**config.mk**
```make
export PLATFORM = sky130hd
export DESIGN_NAME = rms_sequencer
export DESIGN_NICKNAME = d
export VERILOG_FILES = /design/src/rtl/rms_pkg.sv /design/src/rtl/rms_sequencer.sv /design/src/rtl/rms_interval_timer.sv
export SDC_FILE = /design/constraint.sdc
export NUM_CORES = 1
export LEC_CHECK = 0
export BUFFER_PORTS_ARGS = -buffer_cell sky130_fd_sc_hd__buf_2
export CORE_MARGIN = 1
export CORE_UTILIZATION = 25
export DETAILED_ROUTE_END_ITERATION = 12
export GPL_TIMING_DRIVEN = 1
export PLACE_DENSITY = 0.5
export REMOVE_ABC_BUFFERS = 1
export SYNTH_ARGS = -nofsm -noshare
export SYNTH_HDL_FRONTEND = slang
export SYNTH_SLANG_ARGS = --single-unit
```
**constraint.sdc**
```tcl
create_clock -name clk_sys -period 7.7 [get_ports clk_sys]
set_clock_uncertainty 0.05 [all_clocks]
set_input_delay 0.385 -clock clk_sys [delete_from_list [all_inputs] [get_ports clk_sys]]
set_output_delay 0.385 -clock clk_sys [all_outputs]
set_load 0.01 [all_outputs]
```
**src/rtl/rms_pkg.sv**
```systemverilog
// Purpose: Shared constants for the radio mode sequencer
// Assumes: 250 MHz system clock
// Notes: Register offsets are byte addresses on APB
package rms_pkg;

  // ****************************************
  // Register map
  // ****************************************
  localparam logic [7:0] rms_ctrl_addr = 8'h00;
  localparam logic [7:0] rms_sel_addr = 8'h04;
  localparam logic [7:0] rms_timer_addr = 8'h08;
  localparam logic [7:0] rms_status_addr = 8'h0c;

  // Control register fields
  localparam int rms_launch_bit = 0;
  localparam int rms_halt_bit = 1;
  localparam int rms_idle_mode_bit = 2;
  localparam int rms_low_power_bit = 3;
  localparam int rms_idle_exit_bit = 4;
  localparam int rms_tx_exit_bit = 5;
  localparam int rms_launch_sel_lsb = 6;

  // Selection register fields
  localparam int rms_rx_exit_lsb = 0;
  localparam int rms_timeout_exit_lsb = 4;
  localparam int rms_rx_done_exit_lsb = 8;

  // Timer register fields
  localparam int rms_t1_tick_lsb = 0;
  localparam int rms_t2_tick_lsb = 2;
  localparam int rms_t1_mult_lsb = 8;
  localparam int rms_t2_mult_lsb = 16;

  localparam logic [31:0] rms_ctrl_reset = 32'h0000_0000;
  localparam logic [31:0] rms_sel_reset = 32'h0000_0000;
  localparam logic [31:0] rms_timer_reset = 32'h0000_0000;

  // ****************************************
  // Timing
  // ****************************************
  localparam int rms_clk_mhz = 250;
  localparam int rms_tick_fast_ns = 64000;
  localparam int rms_tick_mid_ns = 4100000;
  localparam int rms_tick_slow_ns = 262000000;
  localparam int rms_clk_period_ns = 1000 / rms_clk_mhz;
  localparam int rms_tick_fast_cycles = rms_tick_fast_ns / rms_clk_period_ns;
  localparam int rms_tick_mid_cycles = rms_tick_mid_ns / rms_clk_period_ns;
  localparam int rms_tick_slow_cycles = rms_tick_slow_ns / rms_clk_period_ns;

  // ****************************************
  // Encodings
  // ****************************************
  typedef enum {
    rms_halted, rms_idle, rms_transmit, rms_receive, rms_frame_held,
    rms_low_power, rms_rx_timeout, rms_launch_wait, rms_synth_only
  } rms_state_type;

  typedef enum logic [1:0] {
    rms_chip_standby, rms_chip_sleep, rms_chip_tx, rms_chip_rx
  } rms_chip_mode_type;

  localparam logic [2:0] rms_rx_on_done = 3'h1;
  localparam logic [2:0] rms_rx_done_low = 3'h2;
  localparam logic [2:0] rms_rx_on_check = 3'h3;
  localparam logic [2:0] rms_rx_on_level = 3'h4;
  localparam logic [2:0] rms_rx_on_pattern = 3'h5;
  localparam logic [2:0] rms_rx_on_lead_in = 3'h6;

  localparam logic [1:0] rms_to_relaunch = 2'h0;
  localparam logic [1:0] rms_to_tx = 2'h1;
  localparam logic [1:0] rms_to_low = 2'h2;

  localparam logic [2:0] rms_held_halt = 3'h0;
  localparam logic [2:0] rms_held_tx = 3'h1;
  localparam logic [2:0] rms_held_low = 3'h2;
  localparam logic [2:0] rms_held_rx_synth = 3'h3;
  localparam logic [2:0] rms_held_rx = 3'h4;

  localparam logic [1:0] rms_launch_low = 2'h0;
  localparam logic [1:0] rms_launch_rx = 2'h1;
  localparam logic [1:0] rms_launch_tx = 2'h2;

endpackage

```
**src/rtl/rms_sequencer.sv**
```systemverilog
// Purpose: Autonomous mode sequencer with APB register access
// Assumes: Radio events are one-cycle pulses on clk_sys
// Notes: Chip mode output tells the radio which mode to run
// Notes on behaviour
// Idle on first timer event: select 0 to transmit, 1 to receive
// Transmit on frame sent: select 0 to low power, 1 to receive
// Receive exits 001/010/011 on frame complete or check pass
// Select 011, frame complete with check enabled and no check pass goes to timeout handling
// Select 100/101/110 halt on level, pattern or lead-in event
// Second timer event in receive always goes to low power selection
// Timeout select: 00 relaunch receive, 01 transmit, 10 low power, 11 halt
// Any of three wait expiries counts as receive wait expired
// Frame held: 000 halt, 001 transmit on queue drained, 010 low power
// Frame held: 011 receive via synth only if frequency changed, else directly, 100 receive directly
// Tick field: disabled, 64 us, 4.1 ms, 262 ms for both timers
// First timer fires one interval after second timer event or launch
// Second timer fires one interval after each first timer event
// Timer chain runs regardless of sequencer state
// Host enables both timers for periodic cycling
// Halt bit forces the halted state at any time
// Launch select: 00 low power, 01 receive, 10 transmit, 11 transmit on level
// Low power choice 0 halts to initial mode, 1 enters idle
// Idle chip mode 0 standby, 1 sleep
// Host never sets launch and halt in one write
// Timers load multiplier, count down, pulse one clock, hand off
module rms_sequencer
  import rms_pkg::*;
#(
  parameter int mult_width = 8,
  parameter int fast_cycles = rms_tick_fast_cycles,
  parameter int mid_cycles = rms_tick_mid_cycles,
  parameter int slow_cycles = rms_tick_slow_cycles
) (
  // Clock and reset
  input wire logic clk_sys,
  input wire logic reset,
  // APB slave
  input wire logic psel,
  input wire logic penable,
  input wire logic pwrite,
  input wire logic [7:0] paddr,
  input wire logic [31:0] pwdata,
  output logic [31:0] prdata,
  output logic pready,
  output logic pslverr,
  // Radio events
  input wire logic frame_sent_event,
  input wire logic rx_frame_complete_event,
  input wire logic check_pass_event,
  input wire logic check_enabled,
  input wire logic signal_level_event,
  input wire logic pattern_match_event,
  input wire logic lead_in_found_event,
  input wire logic level_wait_expired,
  input wire logic lead_in_wait_expired,
  input wire logic pattern_wait_expired,
  input wire logic queue_drained_event,
  input wire logic queue_level_event,
  input wire logic freq_changed,
  input wire logic initial_sleep,
  // Radio control
  output rms_chip_mode_type chip_mode,
  output logic synth_only_mode,
  output logic rx_relaunch,
  output logic seq_active,
  output logic first_timer_event,
  output logic second_timer_event
);

  // ****************************************
  // Registers
  // ****************************************
  logic [31:0] ctrl_reg;
  logic [31:0] sel_reg;
  logic [31:0] timer_reg;
  logic seq_launch_cmd;
  logic halt_cmd;
  logic saved_sleep;
  rms_state_type state;
  rms_state_type next_state;
  logic t1_done;
  logic t2_done;
  logic t1_run;
  logic t2_run;

  wire logic access = psel && penable;
  wire logic wr = access && pwrite;
  wire logic mapped = paddr == rms_ctrl_addr || paddr == rms_sel_addr ||
                      paddr == rms_timer_addr || paddr == rms_status_addr;

  wire logic idle_chip_mode = ctrl_reg[rms_idle_mode_bit];
  wire logic low_power_choice = ctrl_reg[rms_low_power_bit];
  wire logic idle_exit_select = ctrl_reg[rms_idle_exit_bit];
  wire logic tx_exit_select = ctrl_reg[rms_tx_exit_bit];
  wire logic [1:0] launch_exit_select = ctrl_reg[rms_launch_sel_lsb +: 2];
  wire logic [2:0] rx_exit_select = sel_reg[rms_rx_exit_lsb +: 3];
  wire logic [1:0] timeout_exit_select = sel_reg[rms_timeout_exit_lsb +: 2];
  wire logic [2:0] rx_done_exit_select = sel_reg[rms_rx_done_exit_lsb +: 3];
  wire logic [1:0] first_timer_tick = timer_reg[rms_t1_tick_lsb +: 2];
  wire logic [1:0] second_timer_tick = timer_reg[rms_t2_tick_lsb +: 2];
  wire logic [mult_width-1:0] first_timer_multiplier = timer_reg[rms_t1_mult_lsb +: mult_width];
  wire logic [mult_width-1:0] second_timer_multiplier = timer_reg[rms_t2_mult_lsb +: mult_width];
  wire logic rx_wait_expired = level_wait_expired || lead_in_wait_expired || pattern_wait_expired;

  // Launch and halt bits are self-clearing strobes
  always_ff @(posedge clk_sys) begin
    if (reset) begin
      ctrl_reg <= rms_ctrl_reset;
      sel_reg <= rms_sel_reset;
      timer_reg <= rms_timer_reset;
      seq_launch_cmd <= 1'b0;
      halt_cmd <= 1'b0;
    end else begin
      seq_launch_cmd <= 1'b0;
      halt_cmd <= 1'b0;
      if (wr && paddr == rms_ctrl_addr) begin
        ctrl_reg <= {24'h0, pwdata[7:2], 2'b00};
        seq_launch_cmd <= pwdata[rms_launch_bit];
        halt_cmd <= pwdata[rms_halt_bit];
      end
      if (wr && paddr == rms_sel_addr) begin
        sel_reg <= {21'h0, pwdata[10:8], 2'b00, pwdata[5:4], 1'b0, pwdata[2:0]};
      end
      if (wr && paddr == rms_timer_addr) begin
        timer_reg <= {8'h0, pwdata[23:16], pwdata[15:8], 4'h0, pwdata[3:0]};
      end
    end
  end

  // ****************************************
  // APB answer
  // ****************************************
  // Zero wait states: pready rises one cycle after the setup phase
  always_ff @(posedge clk_sys) begin
    if (reset) begin
      pready <= 1'b0;
      pslverr <= 1'b0;
      prdata <= 32'h0;
    end else begin
      pready <= psel && !penable;
      pslverr <= psel && !penable && !mapped;
      prdata <= 32'h0;
      if (psel && !penable && !pwrite) begin
        case (paddr)
          rms_ctrl_addr: prdata <= ctrl_reg;
          rms_sel_addr: prdata <= sel_reg;
          rms_timer_addr: prdata <= timer_reg;
          rms_status_addr: prdata <= {24'h0, 4'(state), seq_active, t2_run, t1_run, 1'b0};
          default: prdata <= 32'h0;
        endcase
      end
    end
  end

  // ****************************************
  // Timer chain
  // ****************************************
  rms_interval_timer #(
    .mult_width(mult_width),
    .fast_cycles(fast_cycles),
    .mid_cycles(mid_cycles),
    .slow_cycles(slow_cycles)
  ) u_first_timer (
    .clk_sys(clk_sys),
    .reset(reset),
    .start(seq_launch_cmd || t2_done),
    .abort(halt_cmd),
    .tick_sel(first_timer_tick),
    .multiplier(first_timer_multiplier),
    .running(t1_run),
    .done(t1_done)
  );

  rms_interval_timer #(
    .mult_width(mult_width),
    .fast_cycles(fast_cycles),
    .mid_cycles(mid_cycles),
    .slow_cycles(slow_cycles)
  ) u_second_timer (
    .clk_sys(clk_sys),
    .reset(reset),
    .start(t1_done),
    .abort(halt_cmd),
    .tick_sel(second_timer_tick),
    .multiplier(second_timer_multiplier),
    .running(t2_run),
    .done(t2_done)
  );

  // Timer events are not gated by state; they reach the pins registered, one clock after done
  always_ff @(posedge clk_sys) begin
    if (reset) begin
      first_timer_event <= 1'b0;
      second_timer_event <= 1'b0;
    end else begin
      first_timer_event <= t1_done;
      second_timer_event <= t2_done;
    end
  end

  // ****************************************
  // State machine
  // ****************************************
  function automatic rms_state_type timeout_dest(input logic [1:0] sel);
    case (sel)
      rms_to_relaunch: timeout_dest = rms_receive;
      rms_to_tx: timeout_dest = rms_transmit;
      rms_to_low: timeout_dest = rms_low_power;
      default: timeout_dest = rms_halted;
    endcase
  endfunction

  always_comb begin
    next_state = state;
    case (state)
      rms_halted: begin
        if (seq_launch_cmd) begin
          case (launch_exit_select)
            rms_launch_low: next_state = rms_low_power;
            rms_launch_rx: next_state = rms_receive;
            rms_launch_tx: next_state = rms_transmit;
            default: next_state = rms_launch_wait;
          endcase
        end
      end
      rms_launch_wait: if (queue_level_event) next_state = rms_transmit;
      rms_idle: if (t1_done) next_state = idle_exit_select ? rms_receive : rms_transmit;
      rms_transmit: if (frame_sent_event) next_state = tx_exit_select ? rms_receive : rms_low_power;
      rms_receive: begin
        if (t2_done) begin
          next_state = rms_low_power;
        end else if (rx_wait_expired) begin
          next_state = rms_rx_timeout;
        end else begin
          case (rx_exit_select)
            rms_rx_on_done: if (rx_frame_complete_event) next_state = rms_frame_held;
            rms_rx_done_low: if (rx_frame_complete_event) next_state = rms_low_power;
            rms_rx_on_check: begin
              if (check_pass_event) begin
                next_state = rms_frame_held;
              end else if (rx_frame_complete_event && check_enabled) begin
                next_state = rms_rx_timeout;
              end
            end
            rms_rx_on_level: if (signal_level_event) next_state = rms_halted;
            rms_rx_on_pattern: if (pattern_match_event) next_state = rms_halted;
            rms_rx_on_lead_in: if (lead_in_found_event) next_state = rms_halted;
            default: next_state = rms_receive;
          endcase
        end
      end
      rms_rx_timeout: next_state = timeout_dest(timeout_exit_select);
      rms_frame_held: begin
        case (rx_done_exit_select)
          rms_held_halt: next_state = rms_halted;
          rms_held_tx: if (queue_drained_event) next_state = rms_transmit;
          rms_held_low: next_state = rms_low_power;
          rms_held_rx_synth: next_state = freq_changed ? rms_synth_only : rms_receive;
          rms_held_rx: next_state = rms_receive;
          default: next_state = rms_frame_held;
        endcase
      end
      rms_synth_only: next_state = rms_receive;
      rms_low_power: next_state = low_power_choice ? rms_idle : rms_halted;
      default: next_state = rms_halted;
    endcase
    if (halt_cmd) next_state = rms_halted;
  end

  always_ff @(posedge clk_sys) begin
    if (reset) begin
      state <= rms_halted;
    end else begin
      state <= next_state;
    end
  end

  // Initial low-power mode is captured when the sequencer is launched
  always_ff @(posedge clk_sys) begin
    if (reset) begin
      saved_sleep <= 1'b0;
    end else if (seq_launch_cmd && state == rms_halted) begin
      saved_sleep <= initial_sleep;
    end
  end

  // ****************************************
  // Radio control outputs
  // ****************************************
  always_ff @(posedge clk_sys) begin
    if (reset) begin
      chip_mode <= rms_chip_standby;
      synth_only_mode <= 1'b0;
      rx_relaunch <= 1'b0;
      seq_active <= 1'b0;
    end else begin
      seq_active <= next_state != rms_halted;
      synth_only_mode <= next_state == rms_synth_only;
      rx_relaunch <= state == rms_rx_timeout && next_state == rms_receive;
      case (next_state)
        rms_idle: chip_mode <= idle_chip_mode ? rms_chip_sleep : rms_chip_standby;
        rms_transmit: chip_mode <= rms_chip_tx;
        rms_receive, rms_frame_held, rms_rx_timeout: chip_mode <= rms_chip_rx;
        rms_halted: chip_mode <= saved_sleep ? rms_chip_sleep : rms_chip_standby;
        default: chip_mode <= chip_mode;
      endcase
    end
  end

endmodule // rms_sequencer

```
**src/rtl/rms_interval_timer.sv**
```systemverilog
// Purpose: One interval timer of the sequencer chain
// Assumes: Tick base of 64 us, 4.1 ms or 262 ms from the tick field
// Notes: Counts multiplier tick periods, then pulses done for one clock
module rms_interval_timer
  import rms_pkg::*;
#(
  parameter int mult_width = 8,
  parameter int fast_cycles = rms_tick_fast_cycles,
  parameter int mid_cycles = rms_tick_mid_cycles,
  parameter int slow_cycles = rms_tick_slow_cycles
) (
  // Clock and reset
  input wire logic clk_sys,
  input wire logic reset,
  // Control
  input wire logic start,
  input wire logic abort,
  input wire logic [1:0] tick_sel,
  input wire logic [mult_width-1:0] multiplier,
  // Result
  output logic running,
  output logic done
);

  logic [27:0] prescale;
  logic [mult_width-1:0] remain;

  function automatic logic [27:0] tick_cycles(input logic [1:0] sel);
    case (sel)
      2'h1: tick_cycles = 28'(fast_cycles);
      2'h2: tick_cycles = 28'(mid_cycles);
      2'h3: tick_cycles = 28'(slow_cycles);
      default: tick_cycles = 28'h0;
    endcase
  endfunction

  // A disabled tick field or zero multiplier never starts, breaking the chain
  always_ff @(posedge clk_sys) begin
    done <= 1'b0;
    if (reset || abort) begin
      running <= 1'b0;
      prescale <= 28'h0;
      remain <= '0;
    end else if (start) begin
      running <= (tick_sel != 2'h0) && (multiplier != '0);
      // The start edge is one cycle late behind the previous done, so count it as elapsed.
      // Tick counts below two cycles are not supported.
      prescale <= tick_cycles(tick_sel) - 28'h2;
      remain <= multiplier;
    end else if (running) begin
      if (prescale == 28'h0) begin
        prescale <= tick_cycles(tick_sel) - 28'h1;
        remain <= remain - 1'b1;
        if (remain == mult_width'(1)) begin
          running <= 1'b0;
          done <= 1'b1;
        end
      end else begin
        prescale <= prescale - 28'h1;
      end
    end
  end

endmodule // rms_interval_timer

```
# Word-level counts from Yosys, hierarchy flattened
# Index checks and enable logic that the tools add are counted.
# Widths: inputs -> output; s select.
[classes]
bitwise = 6
muxes = 64
addsub = 8
n_reduce_logical = 49
eq_ne = 41
[ops]
columns = ["operator", "count"]
rows = [
  ["$mux 28", 18],
  ["$mux 32", 15],
  ["$pmux 32 s9", 1],
  ["$eq 32x3->1 const B", 7],
  ["$pmux 32 s6", 1],
  ["$pmux 32 s5", 1],
  ["$pmux 26 s3", 2],
  ["$eq 32x2->1 const B", 4],
  ["$sub 28x1->28 const B", 4],
  ["$logic_not 32->1", 3],
  ["$pmux 24 s4", 1],
  ["$eq 32x1->1 const B", 2],
  ["$eq 32x4->1 const B", 2],
  ["$logic_not 28->1", 2],
  ["$sub 28x2->28 const B", 2],
  ["$mux 8", 6],
  ["$eq 32x5->1 const B", 1],
  ["$reduce_bool 32->1", 1],
  ["$pmux 3 s3", 2],
  ["$eq 8x1->1 const B", 2],
  ["$eq 8x4->1 const B", 2],
  ["$reduce_bool 8->1", 2],
  ["$sub 8x1->8 const B", 2],
  ["$mux 1", 14],
  ["other kinds (22)", 71],
]
[totals]
in_bits = 59
elab_cells = 192
output_inout_bits = 41
register_bits = 186

# Depth between registers and ports, before layout
# Gate-level depths: netlist of run 1.
[depth]
ltp_word = 11
depth_mapped = 12

# Cells and area by module
# Synthesis of run 1 repeated with hierarchy kept, for this count alone.
[hier_totals]
hier_cells = 1130
area_unflattened_um2 = 9367.7
[by_module_without_submodules]
columns = ["module", "n_inst", "seq_area_each_um2", "area_per_inst_um2", "cells_each"]
rows = [
  ["rms_interval_timer", 2, 760.7, 2738.9, 354],
  ["rms_sequencer", 1, 2042.0, 3890.0, 422],
]

# Worst setup path after synthesis of run 1
# OpenSTA, ideal clock, no wires.
[synth_timing]
kind = "register -> register"
start = "register timer_reg[2]"
end = "register u_second_timer.prescale[20]"
path_buffers = 1
stages_incl_launch_ff = 12
slack_ns = 4.894
arrival_ns = 2.620
setup_ns = 0.136
period_less_slack_ns = 2.806
cell_sequence = "dfxtp_1 inv_1 ha_1 clkbuf_1 or4b_1 nor2_1 nor4_1 nor3_2 nand2_1 nor4b_2 xnor2_1 a21boi_0"
[synth_via]
elab_chain_cells = 10
[synth_rtl]
columns = ["item", "line", "rtl"]
rows = [
  ["from (decl)", "rms_sequencer.sv:75", "logic [31:0] timer_reg;"],
  ["from (signal assigned)", "rms_sequencer.sv:110", "timer_reg <= rms_timer_reset;"],
  ["from (signal assigned)", "rms_sequencer.sv:125", "timer_reg <= {8'h0, pwdata[23:16], pwdata[15:8], 4'h0, pwdata[3:0]};"],
  ["$eq 2x2->1 / $eq 2x1->1 (equally long branches)", "rms_interval_timer.sv:29", "case (sel)"],
  ["$pmux 26 s3 (*)", "rms_interval_timer.sv:29", ""],
  ["$mux 28", "rms_interval_timer.sv:51", "if (prescale == 28'h0) begin"],
  ["$mux 28", "rms_interval_timer.sv:50", "end else if (running) begin"],
  ["$mux 28", "rms_interval_timer.sv:44", "end else if (start) begin"],
  ["$mux 28", "rms_interval_timer.sv:40", "if (reset || abort) begin"],
  ["$sub 28x1->28", "rms_interval_timer.sv:52", "prescale <= tick_cycles(tick_sel) - 28'h1;"],
  ["$mux 28", "rms_interval_timer.sv:51", ""],
  ["$mux 28", "rms_interval_timer.sv:50", ""],
  ["$mux 28 (*)", "rms_interval_timer.sv:44", ""],
  ["to (signal assigned)", "rms_interval_timer.sv:48", "prescale <= tick_cycles(tick_sel) - 28'h2;"],
  ["to (signal assigned)", "rms_interval_timer.sv:52", ""],
  ["to (signal assigned)", "rms_interval_timer.sv:59", "prescale <= prescale - 28'h1;"],
  ["to (decl)", "rms_interval_timer.sv:25", "logic [27:0] prescale;"],
]
# Every way passes the cells marked *; elsewhere a longest branch is shown, timed or not. The select of a mux whose other input is x is not followed.
# A chain may end at the register's enable or synchronous reset.

# Final worst setup path of run 1
[layout_timing]
start = "register u_second_timer.prescale[13]"
end = "register u_second_timer.prescale[24]"
[layout_via]
elab_chain_cells = 4
[layout_rtl]
columns = ["item", "line"]
rows = [
  ["$sub 28x1->28 / $logic_not 28->1 (equally long branches)", "rms_interval_timer.sv:59, rms_interval_timer.sv:51"],
  ["$mux 28 (*)", "rms_interval_timer.sv:51"],
  ["$mux 28 (*)", "rms_interval_timer.sv:50"],
  ["$mux 28 (*)", "rms_interval_timer.sv:44"],
]
# Marks and branches as above.

==> results of run 1 <==
-- where the power goes --
group          switching [mW]  total, mW  internal, mW
combinational          0.0336     0.0511        0.0175
clock                   0.415      0.883         0.468
sequential            0.00206      0.930         0.928
-- metrics by stage --
| stage | hold WS (ns) | cell area (sq um) | total power, mW |
|---|---|---|---|
| global route | 0.0961 | 10200 | 1.94 |
| finish | 0.101 | 10200 | 1.86 |
| detailed placement | 0.433 | 9650 | 1.00 |
| CTS | 0.0766 | 10200 | 1.89 |
| floorplan | 0.398 | 8590 | 0.970 |
| global placement | 0.429 | 9650 | 1.00 |
-- worst reg2reg max path, cell delays in order, from the launching register on --
cell	delay (ns)
dfxtp_1	0.35
or3_1	0.44
or4_1	0.53
nor4b_4	0.96
nand2_1	0.38
o21a_1	0.23
nor2b_1	0.14
nand2_1	0.07
o221a_2	0.17
-- cell usage in the layout, fill, tap and decap left out, drive strengths merged, types with 7 or more instances in the layout --
cell    instances
nand3          17
o21ai          50
xnor2          18
or4             8
a21boi         10
and2           27
or2            10
a22oi           7
dfxtp         178
mux2i          22
ha             24
buf            92
nand2b          9
nor3b           8
nor4           28
or3            11
conb           36
nor2           92
nor2b          13
a21oi         101
o21a           16
nor3           30
inv            34
a211oi         13
clkbuf         19
nand2         123
xor2           13
a31oi          12
-- synthesized netlist by cell type (4+ instances only) --
master,number
buf_4,8
a21oi_1,101
nand4_1,6
o21a_1,16
inv_1,24
ha_1,24
xnor2_1,18
buf_1,4
nand2b_1,8
mux2i_1,22
a22oi_1,7
nand3b_1,5
nand4b_1,6
or4_1,6
o31ai_1,4
a31oi_1,12
nor2b_1,13
o21ai_0,47
nand2_1,122
or3_1,11
a21o_1,5
a21boi_0,9
dfxtp_1,178
a211oi_1,12
or2_1,4
nor4_1,25
and3_1,5
and2_1,27
clkbuf_1,49
nor2_1,92
nor3_1,27
nor3b_1,8
or2_2,5
a211o_1,6
xor2_1,13
nand3_1,16
-- cell type report --
type / instances / share of cell area, %
diodes: 1 / 0.0245
clock buffers: 19 / 4.33
clock inverters: 12 / 1.32
inverters: 24 / 0.881
multi-input cells: 807 / 48.3
flip-flops and latches: 178 / 34.8
well taps: 455 / 5.57
repair buffers: 92 / 4.72
-- cells by family after synthesis --
kind of cell             synth area share, %
AND/OR/NAND/NOR                         24.6
AO/OA/AOI/OAI                           20.9
flip-flops                              40.7
buffers and inverters                   4.29
XOR/XNOR                                3.10
adder cells (fa/ha/maj)                 3.43
multiplexers                            2.90
other                                 0.0429
-- worst max-delay path by stage --
stage,end,cells past startpoint
finish,u_second_timer.prescale[24],8
CTS,u_second_timer.prescale[24],8
floorplan,u_second_timer.remain[5],8
global placement,u_second_timer.prescale[24],8
detailed placement,u_second_timer.prescale[24],8
global route,u_first_timer.prescale[14],8
-- layer usage --
layer,vias to the layer above,wire (um),track usage (%)
met5,-,8,0
met4,2,261,3.82
met3,20,994,2.43
met2,161,11000,22.3
met1,3618,11900,18.4
li1,3860,-,-
==> summary.txt, run 1 <==
Primary FF master, synth = dfxtp_1
Critical path startpoint = u_second_timer.prescale[13]
Pre-CTS setup slack = 4.32 ns
Vias = 7661
Post-synth cell types = 92
Root buffer cell = clkbuf_16
DRC errors left = 0
Final setup viols = 0
CP Capture Type = flip-flop
Final worst path period share = 43.9%
Yosys warning total = 0
Slew Limit Fails = 0
Antenna violations before repair = 2
Buf+Inv Stages, Crit Path = 0
Max Freq = 296 MHz
Latest clock arrival within the worst-skew pair = 0.44 ns
Top reg by flops = state
DR iter-0 viols = 504
CTS tree = built
Post-synth EDFFs = 0
Routability congestion estimate = 0.867
Worst path cell trace = or3_1, or4_1, nor4b_4, nand2_1, o21a_1, nor2b_1, nand2_1, o221a_2
Cell taking the most area after synthesis = dfxtp_1
Sequential Area = 3560 sq um
Worst slew pin tran = 1.19 ns
Area delta synth->final = 16.9%
Drt via density = 4.82
Pre-Repair DR Iteration Count = 4
DPL Wire Length = 17200 um
Reg-to-reg endpoint = u_second_timer.prescale[24]
CP max stage cell = nor4b_4
Seq/Total Area, Yosys = 40.7%
Final #Nets = 1203
Reg clk slew, reported paths = 0.07 ns
PostCTS Resize Cnt = 0
Hold path depth = 2
Die Y = 189 um
Crit path arrival time = 3.71 ns
Synth top area cells = dfxtp_1 (41%), a21oi_1 (5.8%), nand2_1 (5.2%)
Power per Cell Area = 182 nW/um^2
Leakage = 4.06 nW
Crit Path Class = flip-flop to flip-flop
Synth top area share = 40.7%
Filler cell count = 3681
Max VDD drop = 159 uV
CTS sink cnt = 178
Footprint of the multi-input gates = 4940 sq um
Required time worst endpoint = 8.03 ns
PnR worst setup slack = 4.32 ns
Asr flop ratio synth = 0%
Rows = 68
Fin crit period = 3.38 ns
Hold Fails Final Rpt = 0
Average cell area after synthesis = 8.42 sq um
Die width = 189 um
Slew headroom = 20.3%
Fin cells = 1588
Most frequent cell on the critical path = nand2_1
Yosys reg bits = 178
RR Startpoint = u_second_timer.prescale[13]
Overflow after GRT = 0
Max reg flops = 32
Max stage delay on crit path = 0.96 ns
Die Area = 35700 sq um
Initial Util = 25.4%
Pin count of the biggest net entering global routing = 46
CP top delay family = simple AND/OR/NAND/NOR gates
R2R depth = 8
FF-to-FF setup slack = 4.32 ns
TritonCTS buffer count = 17
H-tree levels = 4
Routed Antenna Nets = 0
Status = complete, no violations
Wire per inst = 15.2 um
Placed Instances = 1556
Hold EP = pready
Setup tns final = 0 ns
Post-CTS setup buffers = 0
RSZ-0062 raised after global routing = no
Max clock buf depth = 2
Synth Instances = 1039
Hold crit path type = primary input to flip-flop
Number of global-route vias before repair = 7137
Core Region = 34500 sq um
Crit path max fanout = 18
Worst Hold Launch = penable
Max_cap viols = 0
Port Buffers = 83
Final wirelength = 24100 um
Fin util = 29.7%
Gr usage total = 13.7%
Share of cells above drive strength 1 = 13.9%
Hold-fix buffers, CTS = 0
Syn Std Cell Area = 8750 sq um
Top flop regs = state: 32 flops, u_first_timer.prescale: 28 flops, u_second_timer.prescale: 28 flops
CP startpoint kind = flip-flop
Ports = 100
First-pass GRT wire length = 38700 um
Power figures use the tool's default switching activity.
==> run 2, diff against run 1 <==
--- a/config.mk
+++ b/config.mk
@@ -5,12 +5,13 @@
 export SDC_FILE = /design/constraint.sdc
 export NUM_CORES = 1
 export LEC_CHECK = 0
+export ABC_AREA = 1
 export BUFFER_PORTS_ARGS = -buffer_cell sky130_fd_sc_hd__buf_2
 export CORE_MARGIN = 1
 export CORE_UTILIZATION = 25
 export DETAILED_ROUTE_END_ITERATION = 12
 export GPL_TIMING_DRIVEN = 1
-export PLACE_DENSITY = 0.5
+export PLACE_DENSITY = 0.51
 export REMOVE_ABC_BUFFERS = 1
 export SYNTH_ARGS = -nofsm -noshare
 export SYNTH_HDL_FRONTEND = slang
==> constraint.sdc (replaced) <==
create_clock -name clk_sys -period 3.02 [get_ports clk_sys]
set_clock_uncertainty 0.05 [all_clocks]
set_input_delay 0.151 -clock clk_sys [delete_from_list [all_inputs] [get_ports clk_sys]]
set_output_delay 0.151 -clock clk_sys [all_outputs]
set_load 0.01 [all_outputs]
==> run 2 against run 1 <==
Net effect:
- die area grew 15%
- register-to-register slack lost 3.9 ns
- setup slack lost 3.9 ns
- synthesized cell count grew 48%
- sequential power grew to 2.5 times the previous value
- fmax grew 29%
- cell count grew 39%
- total power grew to 2.6 times the previous value
- critical endpoint is now u_second_timer.prescale[26]
==> summary.txt, run 2 <==
Status = complete, no violations
Clock power frac = 48.0%
Final wirelength = 31000 um
Average cell area after synthesis = 6.54 sq um
Sw Pwr = 1.09 mW
Routed Antenna Nets = 0
Setup tns final = 0 ns
Rows = 73
CP startpoint kind = flip-flop
Post-synth cell types = 54
R2R depth = 14
Max Freq = 380 MHz
Leakage = 5.76 nW
Overflow after GRT = 0
Antenna violations before repair = 0
Die Y = 202 um
CP Capture Type = flip-flop
Post-synth EDFFs = 0
Yosys reg bits = 178
Drt via density = 4.53
Primary FF master, synth = dfxtp_1
Hold Fails Final Rpt = 0
Gr busiest metal = met2
Worst slew pin tran = 0.685 ns
Crit Path Class = flip-flop to flip-flop
Post-CTS setup buffers = 0
Design area = 12100 sq um
Switch share = 22.2%
Port Buffers = 83
Required time worst endpoint = 3.29 ns
Initial Util = 25.3%
First-pass GRT wire length = 50400 um
Reg clk slew, reported paths = 0.07 ns
RSZ-0062 raised after global routing = no
Synth top area share = 35.5%
Count leader, synth = nand2_1
Hold-fix buffers, CTS = 27
TritonCTS buffer count = 17
Highest-count cells in the layout ignoring fill and taps = nand2_1 (314), nor2_1 (252), inv_1 (223)
Wire per inst = 14.0 um
Vias = 10000
Syn Std Cell Area = 10000 sq um
Hold crit path type = primary input to flip-flop
Met2 Usage GRT = 25.3%
Fin util = 30.5%
Slew Limit Fails = 0
Post-synth top cells = nand2_1 (314), nor2_1 (252), inv_1 (223)
H-tree levels = 4
Pin count of the biggest net entering global routing = 29
Number of global-route vias before repair = 9682
Filler cell count = 4445
Cell-internal power = 3.81 mW
Fin crit period = 2.63 ns
DR iter-0 viols = 622
Final setup viols = 0
Max reg flops = 32
Share of cells above drive strength 1 = 11.1%
Most common cell after layout, fill and taps aside = nand2_1
Root buffer cell = clkbuf_16
Gr usage total = 15.5%
Final worst path period share = 87.1%
Area of placed instances = 11200 sq um
Seq pwr share = 48.5%
DPL Wire Length = 23800 um
Slew headroom = 54.2%
Crit path max fanout = 6
Antenna fix cells = 0
Asr flop ratio synth = 0%
Hold WS = 0.0329 ns
Die Area = 41000 sq um
Met1 usage = 20.5%
Comb power frac = 3.5%
GR Util met3 = 2.66%
Seq/Total Area, Yosys = 35.5%
Routability congestion estimate = 0.914
Top flop regs = state: 32 flops, u_first_timer.prescale: 28 flops, u_second_timer.prescale: 28 flops
Area delta synth->final = 20.2%
Top reg by flops = state
CTS sink cnt = 178
Synth Instances = 1537
Pre-Repair DR Iteration Count = 5
PostCTS Resize Cnt = 0
Crit path arrival time = 2.90 ns
Hold path depth = 4
Core Region = 39600 sq um
Final #Nets = 1761
Die width = 202 um
Ports = 100
Yosys warning total = 0
Latest clock arrival within the worst-skew pair = 0.45 ns
DRC errors left = 0
Power per Cell Area = 405 nW/um^2
Synth top area cells = dfxtp_1 (35%), nand2_1 (12%), nor2_1 (9.4%)
Max_cap viols = 0
Cell taking the most area after synthesis = dfxtp_1
Max VDD drop = 425 uV
Max clock buf depth = 2
CTS tree = built
## run 2: final timing paths
kind | start | endpoint | slack [ns]
worst max register to register | timer_reg[2] | u_second_timer.prescale[26] | 0.39
worst min register to register | u_first_timer.prescale[0] | u_first_timer.prescale[0] | 0.42
worst min-delay path | paddr[2] | prdata[9] | 0.03
worst max-delay path | timer_reg[2] | u_second_timer.prescale[26] | 0.39
## run 2: worst max-delay path, stage by stage, from the launching register on
cell,delay [ns]
dfxtp_1,0.43
inv_1,0.15
ha_1,0.29
inv_1,0.11
nand2_1,0.12
nand2_4,0.14
nand2_1,0.11
nor2_1,0.19
nand2_1,0.11
nor2_2,0.26
nand2_1,0.09
nor2_1,0.20
nand3_1,0.10
nand3_1,0.09
o21ai_0,0.07
## run 2: stage by stage
step / setup WS (ns) / cells / total power, mW
after global placement: 0.498 / 2157 / 2.57
final: 0.391 / 2215 / 4.89
after CTS: 0.442 / 2215 / 4.97
after detailed placement: 0.468 / 2157 / 2.57
after global routing: 0.150 / 2215 / 5.08
after floorplan: 0.297 / 1527 / 2.49
## run 2: area by class of cell
| cell class | count | area, sq um | share of cell area (%) |
|---|---|---|---|
| multi-input combinational | 1115 | 5510 | 45.6 |
| sequential | 178 | 3560 | 29.5 |
| inverter | 234 | 878 | 7.27 |
| timing repair buffer | 132 | 851 | 7.04 |
| tap | 525 | 657 | 5.44 |
| clock buffer | 20 | 467 | 3.86 |
| clock inverter | 11 | 153 | 1.26 |
## run 2: cells by family (layout without fill, tap and decap cells)
logic type               Yosys count  count (layout)  share of synthesized area, %
AO/OA/AOI/OAI                    233             233                          13.2
XOR/XNOR                          26              26                          2.27
adder cells (fa/ha/maj)           24              24                          2.99
buffers and inverters            279             397                          11.0
flip-flops                       178             178                          35.5
other                              1              36                        0.0373
AND/OR/NAND/NOR                  796             796                          35.0
## run 2: metal layers
metal	wire length, um	part of all wire, %
met4	620	2.0
met3	1090	3.5
met1	15300	49
met2	14100	45
met5	0	0
## run 2: power by group through the flow
stage	Combinational [mW]	Clock, mW	Sequential (mW)
after detailed placement	0.141	0	2.43
final	0.169	2.35	2.37
after CTS	0.169	2.42	2.37
after floorplan	0.0599	0	2.43
after global routing	0.189	2.52	2.37
after global placement	0.141	0	2.43
